===== config.mk =====
export PLATFORM = sky130hd
export DESIGN_NAME = bel_boot_loader
export DESIGN_NICKNAME = d
export VERILOG_FILES = /design/src/design/bel_pkg.sv /design/src/design/bel_byte_master.sv /design/src/design/bel_boot_loader.sv
export SDC_FILE = /design/constraint.sdc
export NUM_CORES = 1
export LEC_CHECK = 0
export BUFFER_PORTS_ARGS = -buffer_cell sky130_fd_sc_hd__buf_2
export CAP_MARGIN = 20
export CORE_MARGIN = 5
export CORE_UTILIZATION = 43
export DETAILED_ROUTE_END_ITERATION = 7
export GPL_TIMING_DRIVEN = 0
export PLACE_DENSITY = 0.67
export SLEW_MARGIN = 20
export SYNTH_ARGS = -nofsm -noshare
export SYNTH_HDL_FRONTEND = slang
export SYNTH_HIERARCHICAL = 1
export SYNTH_SLANG_ARGS = --single-unit

===== constraint.sdc =====
create_clock -name clk_in -period 4.2 [get_ports clk_in]
set_input_delay 0.42 -clock clk_in [delete_from_list [all_inputs] [get_ports clk_in]]
set_output_delay 0.42 -clock clk_in [all_outputs]
set_load 0.05 [all_outputs]

===== src/design/bel_pkg.sv =====
// Package with constants and types for the boot download sequencer
package bel_pkg;
    localparam logic [3:0]  EEPROM_ADDR_HI = 4'hA;     // Upper address pattern 1010
    localparam logic [2:0]  EEPROM_ADDR_LO = 3'h0;     // Low bits: chip select, unused; the strap input supplies them
    localparam logic [15:0] CSUM_SUBADDR   = 16'h0000; // Checksum word location
    localparam int          HDR_BYTES      = 8;
    localparam int          READ_TRIES     = 3;
    localparam int          BLOCK_TRIES    = 3;
    localparam int          CLK_MHZ        = 100;
    localparam int          SCL_KHZ        = 375;
    localparam int          QTR_DIV        = (CLK_MHZ * 1000) / (SCL_KHZ * 4);
    localparam logic [7:0]  QTR_DIV_W      = 8'(QTR_DIV);
    localparam logic [1:0]  MEM_PROG       = 2'h0;
    localparam logic [1:0]  MEM_COEF       = 2'h1;
    localparam logic [1:0]  MEM_DATA       = 2'h2;

    typedef enum logic [1:0] {
        BEL_CMD_START = 2'b00,
        BEL_CMD_WRITE = 2'b01,
        BEL_CMD_READ  = 2'b10,
        BEL_CMD_STOP  = 2'b11
    } bel_cmd_type;

    typedef enum logic [3:0] {
        BEL_IDLE    = 4'b0000,
        BEL_ADDRW   = 4'b0001,
        BEL_SUBHI   = 4'b0010,
        BEL_SUBLO   = 4'b0011,
        BEL_RSTART  = 4'b0100,
        BEL_ADDRR   = 4'b0101,
        BEL_HEADER  = 4'b0110,
        BEL_PAYLOAD = 4'b0111,
        BEL_ENDSUM  = 4'b1000,
        BEL_STOP    = 4'b1001,
        BEL_DONE    = 4'b1010,
        BEL_FAIL    = 4'b1011,
        BEL_CSUM    = 4'b1100
    } bel_state_type;
endpackage


===== src/design/bel_byte_master.sv =====
// Two-wire bus byte engine: start, stop, byte write and byte read
`timescale 1ns/1ps
module bel_byte_master
    import bel_pkg::*;
(
    input  wire logic              clk_in,
    input  wire logic              srst_in,
    input  wire logic              cmd_valid_in,
    input  wire bel_pkg::bel_cmd_type cmd_in,
    input  wire logic [7:0]        wdata_in,
    input  wire logic              ack_in,
    output logic                   busy_out,
    output logic                   done_out,
    output logic [7:0]             rdata_out,
    output logic                   nack_out,
    input  wire logic              scl_in,
    output logic                   scl_out,
    output logic                   scl_oe_n_out,
    input  wire logic              sda_in,
    output logic                   sda_out,
    output logic                   sda_oe_n_out
);
    import bel_pkg::*;

    logic [7:0]  div_cnt;
    logic        tick;
    logic [1:0]  phase;
    logic [3:0]  bit_idx;
    logic [8:0]  shreg;
    bel_cmd_type cmd;
    logic        scl_low;
    logic        sda_low;

    assign scl_out      = 1'b0;
    assign sda_out      = 1'b0;
    // Open drain: enable low while pulling the wire low
    assign scl_oe_n_out = ~scl_low;
    assign sda_oe_n_out = ~sda_low;
    assign tick         = (div_cnt == 8'h00);

    always_ff @(posedge clk_in) begin
        if (srst_in || !busy_out || tick) begin
            div_cnt <= QTR_DIV_W - 8'h01;
        end else begin
            div_cnt <= div_cnt - 8'h01;
        end
    end

    always_ff @(posedge clk_in) begin
        if (srst_in) begin
            busy_out  <= 1'b0;
            done_out  <= 1'b0;
            phase     <= 2'h0;
            bit_idx   <= 4'h0;
            shreg     <= 9'h000;
            cmd       <= BEL_CMD_STOP;
            scl_low   <= 1'b0;
            sda_low   <= 1'b0;
            rdata_out <= 8'h00;
            nack_out  <= 1'b0;
        end else begin
            done_out <= 1'b0;
            if (!busy_out) begin
                if (cmd_valid_in) begin
                    busy_out <= 1'b1;
                    cmd      <= cmd_in;
                    phase    <= 2'h0;
                    bit_idx  <= 4'h0;
                    // Ninth bit is our acknowledge on reads, released on writes
                    shreg    <= (cmd_in == BEL_CMD_READ) ? {8'hFF, ~ack_in} : {wdata_in, 1'b1};
                end
            end else if (tick) begin
                phase <= phase + 2'h1;
                unique case (cmd)
                    BEL_CMD_START: begin
                        unique case (phase)
                            2'h0: begin scl_low <= 1'b0; sda_low <= 1'b0; end
                            2'h1: sda_low <= 1'b1;
                            2'h2: scl_low <= 1'b1;
                            2'h3: begin busy_out <= 1'b0; done_out <= 1'b1; end
                        endcase
                    end
                    BEL_CMD_STOP: begin
                        unique case (phase)
                            2'h0: begin scl_low <= 1'b1; sda_low <= 1'b1; end
                            2'h1: scl_low <= 1'b0;
                            2'h2: sda_low <= 1'b0;
                            2'h3: begin busy_out <= 1'b0; done_out <= 1'b1; end
                        endcase
                    end
                    default: begin
                        unique case (phase)
                            2'h0: begin scl_low <= 1'b1; sda_low <= ~shreg[8]; end
                            2'h1: scl_low <= 1'b0;
                            2'h2: shreg <= {shreg[7:0], sda_in};
                            2'h3: begin
                                scl_low <= 1'b1;
                                bit_idx <= bit_idx + 4'h1;
                                // SDA is left as it is: releasing it here would race the falling SCL
                                if (bit_idx == 4'h8) begin
                                    busy_out  <= 1'b0;
                                    done_out  <= 1'b1;
                                    rdata_out <= shreg[8:1];
                                    nack_out  <= (cmd == BEL_CMD_WRITE) && shreg[0];
                                end
                            end
                        endcase
                    end
                endcase
            end
        end
    end
endmodule


===== src/design/bel_boot_loader.sv =====
// Boot download sequencer: loads memories from a serial EEPROM after reset
//
// Summary of operation
// - After reset the slave control port is off and the master port runs the download.
// - The loader probes for an EEPROM at bus address 1010xxx, xxx chosen by a strap input.
// - Each valid header is followed by a data block copied to program, coefficient or data memory.
// - A header whose data length is zero ends the download.
// - On success the master port is disabled, the slave port enabled and audio starts.
// - On no answer or a failed read the slave port takes over and the ROM default is used.
// - Under the ROM default, audio is passed straight through while the GPIO input is low.
// - Master and slave ports are never active together.
// - A failed header or byte read is tried three times in all before giving up.
// - A checksum mismatch rereads the end header and ending word from blk_start up to two more times before giving up.
// - The checksum word at subaddress 0 must equal both the ending word and the running sum.
// - Reads use start, write address, subaddress, repeated start, read address, acked bytes.
`timescale 1ns/1ps
module bel_boot_loader
    import bel_pkg::*;
(
    input  wire logic        clk_in,
    input  wire logic        srst_in,
    input  wire logic [2:0]  eeprom_sel_in,
    input  wire logic        gpio_in,
    input  wire logic        scl_in,
    output logic             scl_out,
    output logic             scl_oe_n_out,
    input  wire logic        sda_in,
    output logic             sda_out,
    output logic             sda_oe_n_out,
    output logic             master_en_out,
    output logic             slave_en_out,
    output logic             mem_we_out,
    output logic [1:0]       mem_sel_out,
    output logic [15:0]      mem_addr_out,
    output logic [7:0]       mem_data_out,
    output logic             load_done_out,
    output logic             default_cfg_out,
    output logic             audio_bypass_out
);
    import bel_pkg::*;

    bel_state_type state;
    bel_cmd_type   cmd;
    logic          cmd_valid;
    logic [7:0]    wdata;
    logic          ack;
    logic          busy;
    logic          done;
    logic [7:0]    rdata;
    logic          nack;
    logic [15:0]   sub;
    logic [15:0]   blk_start;
    logic [15:0]   blk_sum_start;
    logic [15:0]   sum;
    logic [15:0]   csum_ref;
    logic [15:0]   end_word;
    logic [63:0]   hdr;
    logic [3:0]    hcnt;
    logic [15:0]   len;
    logic [1:0]    read_tries;
    logic [1:0]    blk_tries;
    logic          issued;
    logic          first;
    bel_state_type end_state;

    function automatic logic [7:0] addr_byte(input logic [2:0] sel, input logic rd);
        addr_byte = {EEPROM_ADDR_HI, sel, rd};
    endfunction

    bel_byte_master u_byte (
        .clk_in       (clk_in),
        .srst_in      (srst_in),
        .cmd_valid_in (cmd_valid),
        .cmd_in       (cmd),
        .wdata_in     (wdata),
        .ack_in       (ack),
        .busy_out     (busy),
        .done_out     (done),
        .rdata_out    (rdata),
        .nack_out     (nack),
        .scl_in       (scl_in),
        .scl_out      (scl_out),
        .scl_oe_n_out (scl_oe_n_out),
        .sda_in       (sda_in),
        .sda_out      (sda_out),
        .sda_oe_n_out (sda_oe_n_out)
    );

    // Port enables are decoded from one state so they cannot overlap
    assign master_en_out    = (state != BEL_DONE) && (state != BEL_FAIL);
    assign slave_en_out     = ~master_en_out;
    assign load_done_out    = (state == BEL_DONE);
    assign default_cfg_out  = (state == BEL_FAIL);
    assign audio_bypass_out = default_cfg_out && !gpio_in;
    assign cmd_valid        = master_en_out && !busy && !done && !issued;
    assign len              = hdr[15:0];

    always_comb begin
        cmd   = BEL_CMD_WRITE;
        wdata = 8'h00;
        ack   = 1'b1;
        unique case (state)
            BEL_IDLE, BEL_RSTART: cmd = BEL_CMD_START;
            BEL_ADDRW: wdata = addr_byte(eeprom_sel_in, 1'b0);
            BEL_SUBHI: wdata = sub[15:8];
            BEL_SUBLO: wdata = sub[7:0];
            BEL_ADDRR: wdata = addr_byte(eeprom_sel_in, 1'b1);
            BEL_PAYLOAD, BEL_CSUM: cmd = BEL_CMD_READ;
            BEL_HEADER: begin
                // Refuse the last byte of a bad header so that a stop can follow
                cmd = BEL_CMD_READ;
                ack = !((hcnt == 4'(HDR_BYTES - 1)) && (hdr[55:54] == 2'h3));
            end
            BEL_ENDSUM: begin
                cmd = BEL_CMD_READ;
                ack = (hcnt == 4'h0);
            end
            default: cmd = BEL_CMD_STOP;
        endcase
    end

    always_ff @(posedge clk_in) begin
        if (srst_in) begin
            issued <= 1'b0;
        end else if (cmd_valid) begin
            issued <= 1'b1;
        end else if (done) begin
            issued <= 1'b0;
        end
    end

    always_ff @(posedge clk_in) begin
        mem_we_out <= 1'b0;
        if (srst_in) begin
            state         <= BEL_IDLE;
            sub           <= CSUM_SUBADDR;
            blk_start     <= CSUM_SUBADDR;
            blk_sum_start <= 16'h0000;
            sum           <= 16'h0000;
            csum_ref      <= 16'h0000;
            end_word      <= 16'h0000;
            hdr           <= 64'h0;
            hcnt          <= 4'h0;
            read_tries    <= 2'h0;
            blk_tries     <= 2'h0;
            first         <= 1'b1;
            end_state     <= BEL_IDLE;
            mem_sel_out   <= MEM_PROG;
            mem_addr_out  <= 16'h0000;
            mem_data_out  <= 8'h00;
        end else if (done) begin
            unique case (state)
                BEL_IDLE:   state <= BEL_ADDRW;
                BEL_RSTART: state <= BEL_ADDRR;
                BEL_ADDRW, BEL_SUBHI, BEL_SUBLO, BEL_ADDRR: begin
                    if (nack) begin
                        // No answer: retry the whole access, then give up
                        if (read_tries == 2'(READ_TRIES - 1)) begin
                            end_state <= BEL_FAIL;
                            state     <= BEL_STOP;
                        end else begin
                            read_tries <= read_tries + 2'h1;
                            state      <= BEL_STOP;
                        end
                    end else if (state == BEL_ADDRW) begin
                        state <= BEL_SUBHI;
                    end else if (state == BEL_SUBHI) begin
                        state <= BEL_SUBLO;
                    end else if (state == BEL_SUBLO) begin
                        state <= BEL_RSTART;
                    end else if (first) begin
                        state <= BEL_CSUM;
                    end else begin
                        state <= BEL_HEADER;
                    end
                end
                BEL_CSUM: begin
                    csum_ref <= {csum_ref[7:0], rdata};
                    sub      <= sub + 16'h0001;
                    hcnt     <= hcnt + 4'h1;
                    if (hcnt == 4'h1) begin
                        hcnt  <= 4'h0;
                        first <= 1'b0;
                        state <= BEL_HEADER;
                        blk_start     <= sub + 16'h0001;
                        blk_sum_start <= 16'h0000;
                    end
                end
                BEL_HEADER: begin
                    hdr  <= {hdr[55:0], rdata};
                    sum  <= sum + {8'h00, rdata};
                    sub  <= sub + 16'h0001;
                    hcnt <= hcnt + 4'h1;
                    if (hcnt == 4'(HDR_BYTES - 1)) begin
                        hcnt         <= 4'h0;
                        mem_sel_out  <= hdr[55:54];
                        mem_addr_out <= hdr[47:32];
                        read_tries   <= 2'h0;
                        if ({hdr[7:0], rdata} == 16'h0000) begin
                            state <= BEL_ENDSUM;
                        end else if (hdr[55:54] == 2'h3) begin
                            // Invalid target memory is treated as a bad header
                            if (read_tries == 2'(READ_TRIES - 1)) begin
                                end_state <= BEL_FAIL;
                                state     <= BEL_STOP;
                            end else begin
                                read_tries <= read_tries + 2'h1;
                                sub        <= blk_start;
                                sum        <= blk_sum_start;
                                state      <= BEL_STOP;
                            end
                        end else begin
                            state <= BEL_PAYLOAD;
                        end
                    end
                end
                BEL_PAYLOAD: begin
                    mem_we_out   <= 1'b1;
                    mem_data_out <= rdata;
                    sum          <= sum + {8'h00, rdata};
                    sub          <= sub + 16'h0001;
                    if (hcnt != 4'h0 || sub != blk_start + 16'(HDR_BYTES)) begin
                        mem_addr_out <= mem_addr_out + 16'h0001;
                    end
                    hcnt <= 4'h1;
                    if (sub + 16'h0001 == blk_start + 16'(HDR_BYTES) + len) begin
                        hcnt          <= 4'h0;
                        blk_start     <= sub + 16'h0001;
                        blk_sum_start <= sum + {8'h00, rdata};
                        blk_tries     <= 2'h0;
                        state         <= BEL_HEADER;
                    end
                end
                BEL_ENDSUM: begin
                    end_word <= {end_word[7:0], rdata};
                    hcnt     <= hcnt + 4'h1;
                    if (hcnt == 4'h1) begin
                        hcnt <= 4'h0;
                        // All three words must agree
                        if (csum_ref == {end_word[7:0], rdata} && csum_ref == sum) begin
                            end_state <= BEL_DONE;
                            state     <= BEL_STOP;
                        end else if (blk_tries == 2'(BLOCK_TRIES - 1)) begin
                            end_state <= BEL_FAIL;
                            state     <= BEL_STOP;
                        end else begin
                            blk_tries <= blk_tries + 2'h1;
                            sub       <= blk_start;
                            sum       <= blk_sum_start;
                            state     <= BEL_STOP;
                        end
                    end
                end
                // Every pass ends in a stop, so the bus is never left clamped low
                BEL_STOP: state <= end_state;
                BEL_DONE, BEL_FAIL: state <= state;
            endcase
        end
    end

    a_ports_exclusive: assert property (@(posedge clk_in) disable iff (srst_in)
        master_en_out != slave_en_out)
        else $error("master and slave ports both active or both idle");
    a_reset_master: assert property (@(posedge clk_in)
        $fell(srst_in) |-> master_en_out && !slave_en_out)
        else $error("master port not enabled after reset");
    a_bypass_gpio: assert property (@(posedge clk_in) disable iff (srst_in)
        default_cfg_out && !gpio_in |-> audio_bypass_out)
        else $error("default config without pass-through on low gpio");
    a_done_sticky: assert property (@(posedge clk_in) disable iff (srst_in)
        load_done_out |=> load_done_out && slave_en_out)
        else $error("completion state left before reset");
    a_fail_sticky: assert property (@(posedge clk_in) disable iff (srst_in)
        $rose(default_cfg_out) |-> !master_en_out ##1 default_cfg_out)
        else $error("fallback does not hand over to slave");
    a_zero_len_end: assert property (@(posedge clk_in) disable iff (srst_in)
        state == BEL_HEADER && done && hcnt == 4'h7 && {hdr[7:0], rdata} == 16'h0000
        |=> state == BEL_ENDSUM)
        else $error("zero length header did not end download");
    a_write_target: assert property (@(posedge clk_in) disable iff (srst_in)
        mem_we_out |-> $past(state) == BEL_PAYLOAD && mem_sel_out != 2'h3)
        else $error("memory write outside payload");
    a_tries_bound: assert property (@(posedge clk_in) disable iff (srst_in)
        read_tries != 2'h3 && blk_tries != 2'h3)
        else $error("retry count overran");
    a_bus_released: assert property (@(posedge clk_in) disable iff (srst_in)
        !master_en_out |-> scl_oe_n_out && sda_oe_n_out)
        else $error("bus not released after the download");
endmodule


==> Yosys cells after proc, flatten, opt, wreduce, memory -nomap -nowiden <==
Cells that the tools add are included.
{ "totals": {"mem_count": 0, "latch_bits": 0, "ram_bits": 0, "elab_cells": 268, "romBits": 0, "ff_bits": 227, "out_inout_bits": 36} }
{ "op_classes": {"n_lt_le_gt_ge": 0, "mul": 0, "div_mod_pow": 0, "reduce_logical": 67, "n_bitwise": 10, "eq_ne": 50, "mux": 101, "n_shift": 0, "n_addsub": 11} }
{ "ops": {"columns": ["operator", "count"], "rows": [
  ["two-way mux 16 bit", 20],
  ["two-way mux 4 bit", 26],
  ["one-hot mux 16 bit (2 select lines)", 3],
  ["one-hot mux 16 bit (3 select lines)", 2],
  ["two-way mux 9 bit", 6],
  ["equality test 16 bit", 3],
  ["adder 16 x 1 -> 16 bit (second input constant)", 2],
  ["one-hot mux 4 bit (8 select lines)", 1],
  ["one-hot mux 8 bit (4 select lines)", 1],
  ["AND reduction 5 bit", 6],
  ["inequality test 2 bit (second input constant)", 14],
  ["two-way mux 2 bit", 13],
  ["equality test 4 bit (second input constant)", 6],
  ["one-hot mux 4 bit (3 select lines)", 2],
  ["equality test 4 x 3 -> 1 bit (second input constant)", 5],
  ["adder 16 bit", 1],
  ["adder 16 x 4 -> 16 bit (second input constant)", 1],
  ["adder 16 x 8 -> 16 bit", 1],
  ["logical NOT 16 bit", 1],
  ["two-way mux 1 bit", 16],
  ["inequality test 16 bit", 1],
  ["one-hot mux 1 bit (2 select lines)", 8],
  ["AND reduction 4 bit", 4],
  ["inequality test 3 bit (second input constant)", 5],
  ["28 further kinds", 91]
]} }

==> Longest topological paths before layout <==
{ "logic_depth": {"word_depth": 8, "ltp_mapped": 17, "depth_no_buf": 14} }

==> By module <==
The synthesis kept the hierarchy.
{ "modules_own_cells": {"columns": ["module", "seq_area_each_um2", "cells_each", "n_inst", "area_each_um2"], "rows": [
  ["bel_boot_loader", 3623.5, 1416, 1, 10724.0],
  ["bel_byte_master", 760.7, 218, 1, 1933.1]
]} }

==> Least setup slack after synthesis <==
OpenSTA, ideal clock, no wires.
{ "synth_path": {"kind": "register -> output", "start": "register state[2]", "end": "output port audio_bypass_out", "path_stages_with_launch": 6, "required_time_ns": 3.780, "arrival_time_ns": 3.243, "slack_ns": 0.537, "path_cell_list": "dfxtp_1 clkbuf_1 nand2b_1 nor2_1 inv_1 nor3_1"} }
{ "synth_via": {"elab_chain_cells": 2} }
{ "synth_lines": {"columns": ["item", "line_no", "source"], "rows": [
  ["start: declaration", "bel_boot_loader.sv:42", "bel_state_type state;"],
  ["start signal: assignment", "bel_boot_loader.sv:255", "BEL_STOP: state <= end_state;"],
  ["start signal: assignment", "bel_boot_loader.sv:256", "BEL_DONE, BEL_FAIL: state <= state;"],
  ["equality test 4 bit", "bel_boot_loader.sv:93", "assign default_cfg_out = (state == BEL_FAIL);"],
  ["logical AND 1 bit", "bel_boot_loader.sv:94", "assign audio_bypass_out = default_cfg_out && !gpio_in;"],
  ["end: declaration", "bel_boot_loader.sv:38", "output logic audio_bypass_out"]
]} }
No other way between the ends.

==> Final worst setup path <==
{ "layout_path": {"start": "register blk_start[3]", "end": "register blk_start[15]"} }
{ "layout_via": {"elab_chain_cells": 5} }
{ "layout_lines": {"columns": ["item", "line_no", "source"], "rows": [
  ["start: declaration", "bel_boot_loader.sv:52", "logic [15:0] blk_start;"],
  ["start signal: assignment", "bel_boot_loader.sv:185", "blk_start <= sub + 16'h0001;"],
  ["start signal: assignment", "bel_boot_loader.sv:228", "blk_start <= sub + 16'h0001;"],
  ["adder 16 x 4 -> 16 bit", "bel_boot_loader.sv:226", "if (sub + 16'h0001 == blk_start + 16'(HDR_BYTES) + len) begin"],
  ["adder 16 bit", "bel_boot_loader.sv:226", null],
  ["equality test 16 bit", "bel_boot_loader.sv:226", null],
  ["inequality test 2 bit (no line)", null, null],
  ["AND reduction 4 bit (no line)", null, null]
]} }
No other way between the ends.
A chain may end at the register's enable or synchronous reset.

==> metrics.md <==
| Metric | Value |
|---|---|
| Outcome | `finished clean` |
| Drt initial violations | `1,091` |
| Busiest grt layer | `met2` |
| Yosys warnings | `6` |
| Final net count | `1,764` |
| Post-synthesis sequential area ratio | `34.64%` |
| Core ar. | `0.02886 mm^2` |
| WHS | `0.3584 ns` |
| WHS Path Cells | `5` |
| Sink Count | `219` |
| Vias/cell | `5.919` |
| Post-route DRC | `0` |
| Fmax | `252.6 MHz` |
| Top delay family on crit path | `compound AO/OA/AOI/OAI gates` |
| Post-Syn Area | `0.01266 mm^2` |
| Critical path peak fanout | `10` |
| Final std cells w/o fill | `2,105` |
| Reg clk slew, reported paths | `0.06 ns` |
| Async SR Flop Fraction | `0%` |
| Buf/Inv on CP | `1` |
| Slowest CP cell | `a211oi_1` |
| CTS tree | `yes` |
| Setup slack, reg-to-reg | `0.24 ns` |
| Initial antenna violation count | `0` |
| Cts hold-fix bufs | `0` |
| Grt met1 use | `31.16%` |
| Mapped Cells | `1,634` |
| LEAKAGE | `5.158 nW` |
| Post-route cell area | `0.01435 mm^2` |
| Startpoint types | `flop` |
| Num CTS Buffers | `26` |
| Placed Cells | `2,059` |
| CP Capture Type | `flop` |
| GR Util All Layers | `22.87%` |
| Layout cells sized above 1 | `7.960%` |
| Commonest non-fill, non-tap cell in the layout | `nand2_1` |
| Worst Tran Pin Value | `0.9078 ns` |
| Synth Flop Type | `dfxtp_1` |
| Total wire length | `39.67 mm` |
| Root buf cell | `clkbuf_16` |
| Worst R2R Start | `blk_start[3]$_SDFFE_PP0P_` |
| H-tree depth | `1` |
| Hold endpoint | `u_byte/shreg[0]$_SDFFE_PP0P_` |
| MaxCap Viol Count | `0` |
| RePlAce Congestion | `0.9122` |
| DR vias | `12.46k` |
| Post-DP HPWL | `29.50 mm` |
| Fin util | `49.74%` |
| Worst EP arrival | `4.40 ns` |
| Longest Clk Path Bufs | `3` |
| R2R depth | `12` |
| IO buf count | `40` |
| Post-synth cell types | `82` |
| Total grt overflow | `0` |
| CP peak stage delay | `0.48 ns` |
| Post-Syn Area per Cell | `7.746 um^2` |
| Pre-antenna DRT Iters | `6` |
| GRT met2 Usage | `37.58%` |
| Max-slew violations | `0` |
| Final setup viols | `0` |
| WL per Instance | `18.84 um` |
| Yosys reg bits | `219` |
| WP data required | `4.64 ns` |
| Vias in the first global route | `11.58k` |
| Commonest non-fill, non-tap cells in the layout | `nand2_1 (263), dfxtp_1 (217), a21oi_1 (167)` |
| Unrepaired setup endpoints after global routing | `false` |
| Ratio of final minimum period to clock period | `94.27%` |
| Worst r2r dst | `blk_start[15]$_SDFFE_PP0P_` |
| Area Overhead vs Synth | `13.39%` |
| Final ANT Viol Nets | `0` |
| Setup CP Type | `flop to flop` |
| CP Cell Sequence | `ha_1, ha_1, a21oi_1, o21ai_0, a211oi_1, o211ai_1, a221o_1, xnor2_2, nand4_1, a21o_1, buf_2, a211oi_1` |
| Tmin final | `3.959 ns` |
| Grt met3 use | `2.501%` |
| Die W | `181.6 um` |
| Rel. slew slack | `39.48%` |
| Die area | `0.03297 mm^2` |
| Final Hold Vio Count | `0` |
| Max VDD drop | `0.0002884 V` |
| DP Area | `0.01334 mm^2` |
| Initial Util | `43.86%` |
| Pin count of the biggest net entering global routing | `14` |
| PwrDens | `326.2 mW/mm^2` |
| Clock latency on the worst-skew pair | `0.55 ns` |
| Antenna fix cells | `0` |
| Hold Path Class | `primary input to flop` |
| Hold path start | `sda_in` |
| Number of flops mapped to enable cells by yosys | `0` |
| Row Count | `62` |
| Total Power | `4.682 mW` |
| First-pass GRT wire length | `62.45 mm` |
| Die H | `181.6 um` |
| Io pins | `44` |
| Clock Skew | `0.03030 ns` |
[sequential cells by signal, summed over array words and instances (netlist names), 9 cells and up]
name	flops
sub	16
blk_sum_start	16
blk_start	16
hdr	50
sum	16
u_byte/shreg	9
csum_ref	16
mem_addr_out	16
[how the worst max path moves through the flow]
| stage | end | from | depth (start not counted) | slack, ns |
|---|---|---|---|---|
| floorplan | audio_bypass_out | state[2]$_SDFFE_PP0P_ | 5 | 0.54 |
| global placement | blk_sum_start[4]$_SDFFE_PP0P_ | blk_start[3]$_SDFFE_PP0P_ | 14 | -0.11 |
| detailed placement | blk_sum_start[3]$_SDFFE_PP0P_ | blk_start[3]$_SDFFE_PP0P_ | 16 | -0.19 |
| CTS | blk_sum_start[3]$_SDFFE_PP0P_ | blk_start[4]$_SDFFE_PP0P_ | 17 | -0.02 |
| global route | blk_start[15]$_SDFFE_PP0P_ | blk_start[5]$_SDFFE_PP0P_ | 15 | 0.02 |
| finish | blk_start[15]$_SDFFE_PP0P_ | blk_start[3]$_SDFFE_PP0P_ | 12 | 0.24 |
[cells in the mapped netlist (5+ instances only)]
cell type / n / area (um^2)
nand2_1: 263 / 987.2
dfxtp_1: 219 / 4384
a21oi_1: 168 / 840.8
nor2_1: 137 / 514.2
clkbuf_1: 88 / 330.3
o21ai_0: 61 / 305.3
nand3_1: 60 / 300.3
inv_1: 59 / 221.5
xnor2_1: 54 / 473.0
a211oi_1: 52 / 390.4
ha_1: 49 / 613.1
nor3_1: 48 / 240.2
and3_1: 30 / 187.7
nand4_1: 30 / 187.7
mux2i_1: 24 / 240.2
xor2_1: 19 / 166.4
nand2b_1: 18 / 112.6
nor4_1: 18 / 112.6
o22ai_1: 16 / 100.1
a31oi_1: 15 / 93.84
buf_2: 13 / 65.06
a22oi_1: 12 / 90.09
o32ai_1: 10 / 87.58
xnor3_1: 10 / 225.2
and2_1: 8 / 50.05
nor2b_1: 8 / 50.05
nor3b_1: 8 / 60.06
o211ai_1: 8 / 60.06
o21a_1: 8 / 60.06
o311ai_1: 8 / 70.07
a2bb2oi_1: 7 / 61.31
a21o_1: 6 / 45.04
a22o_1: 5 / 43.79
o31ai_1: 5 / 37.54
or2_2: 5 / 31.28
or3_1: 5 / 31.28
or4_1: 5 / 37.54
[final cells by class]
type	count	area, um^2
flip-flops and latches	219	4387
clock buffers	35	744.5
plain buffers	108	457.9
clock inverters	9	161.4
fillers	2819	14510
multi-input cells	1247	7674
inverters	60	225.2
well taps	384	480.5
repair buffers	43	222.7
[where the power goes]
| part | total [mW] | internal, mW | switching [mW] |
|---|---|---|---|
| combinational | 0.170 | 0.0502 | 0.120 |
| clock | 2.40 | 1.48 | 0.922 |
| sequential | 2.11 | 2.09 | 0.0160 |
[metal layers]
metal | wire length, um | vias to the layer above
met5 | 0 | -
met4 | 1654 | 0
met3 | 2793 | 91
met2 | 17890 | 538
met1 | 17330 | 5858
li1 | - | 5972
[worst register-to-register path: stages (launching register included)]
cell	delay [ns]
dfxtp_2	0.36
ha_1	0.35
ha_1	0.35
a21oi_1	0.29
o21ai_0	0.13
a211oi_1	0.48
o211ai_1	0.17
a221o_1	0.39
xnor2_2	0.28
nand4_1	0.29
a21o_1	0.30
buf_2	0.21
a211oi_1	0.25
[cell families after synthesis]
group           after synthesis  synth area share (%)
compound gates              422                 21.16
xor+xnor                     84                 7.019
fa+ha+maj                    52                 5.239
buf+inv                     169                 5.348
flops                       219                 34.64
mux                          26                 2.106
other cells                   1               0.02963
simple gates                661                 24.46
[per-stage QoR]
step | setup slack (ns) | TNS [ns]
after floorplan | 0.5370 | 0
after global placement | -0.1077 | -0.6133
after detailed placement | -0.1933 | -1.553
after CTS | -0.02363 | -0.02363
after global routing | 0.01911 | 0
final | 0.2409 | 0
[repair_timing]
action,4_1_cts,5_1_grt
setup endpoints to repair,28,39
buffers inserted,1,2
resized for setup,5,16
pin swaps,2,3
gates cloned,0,0
Power figures use the tool's default switching activity.
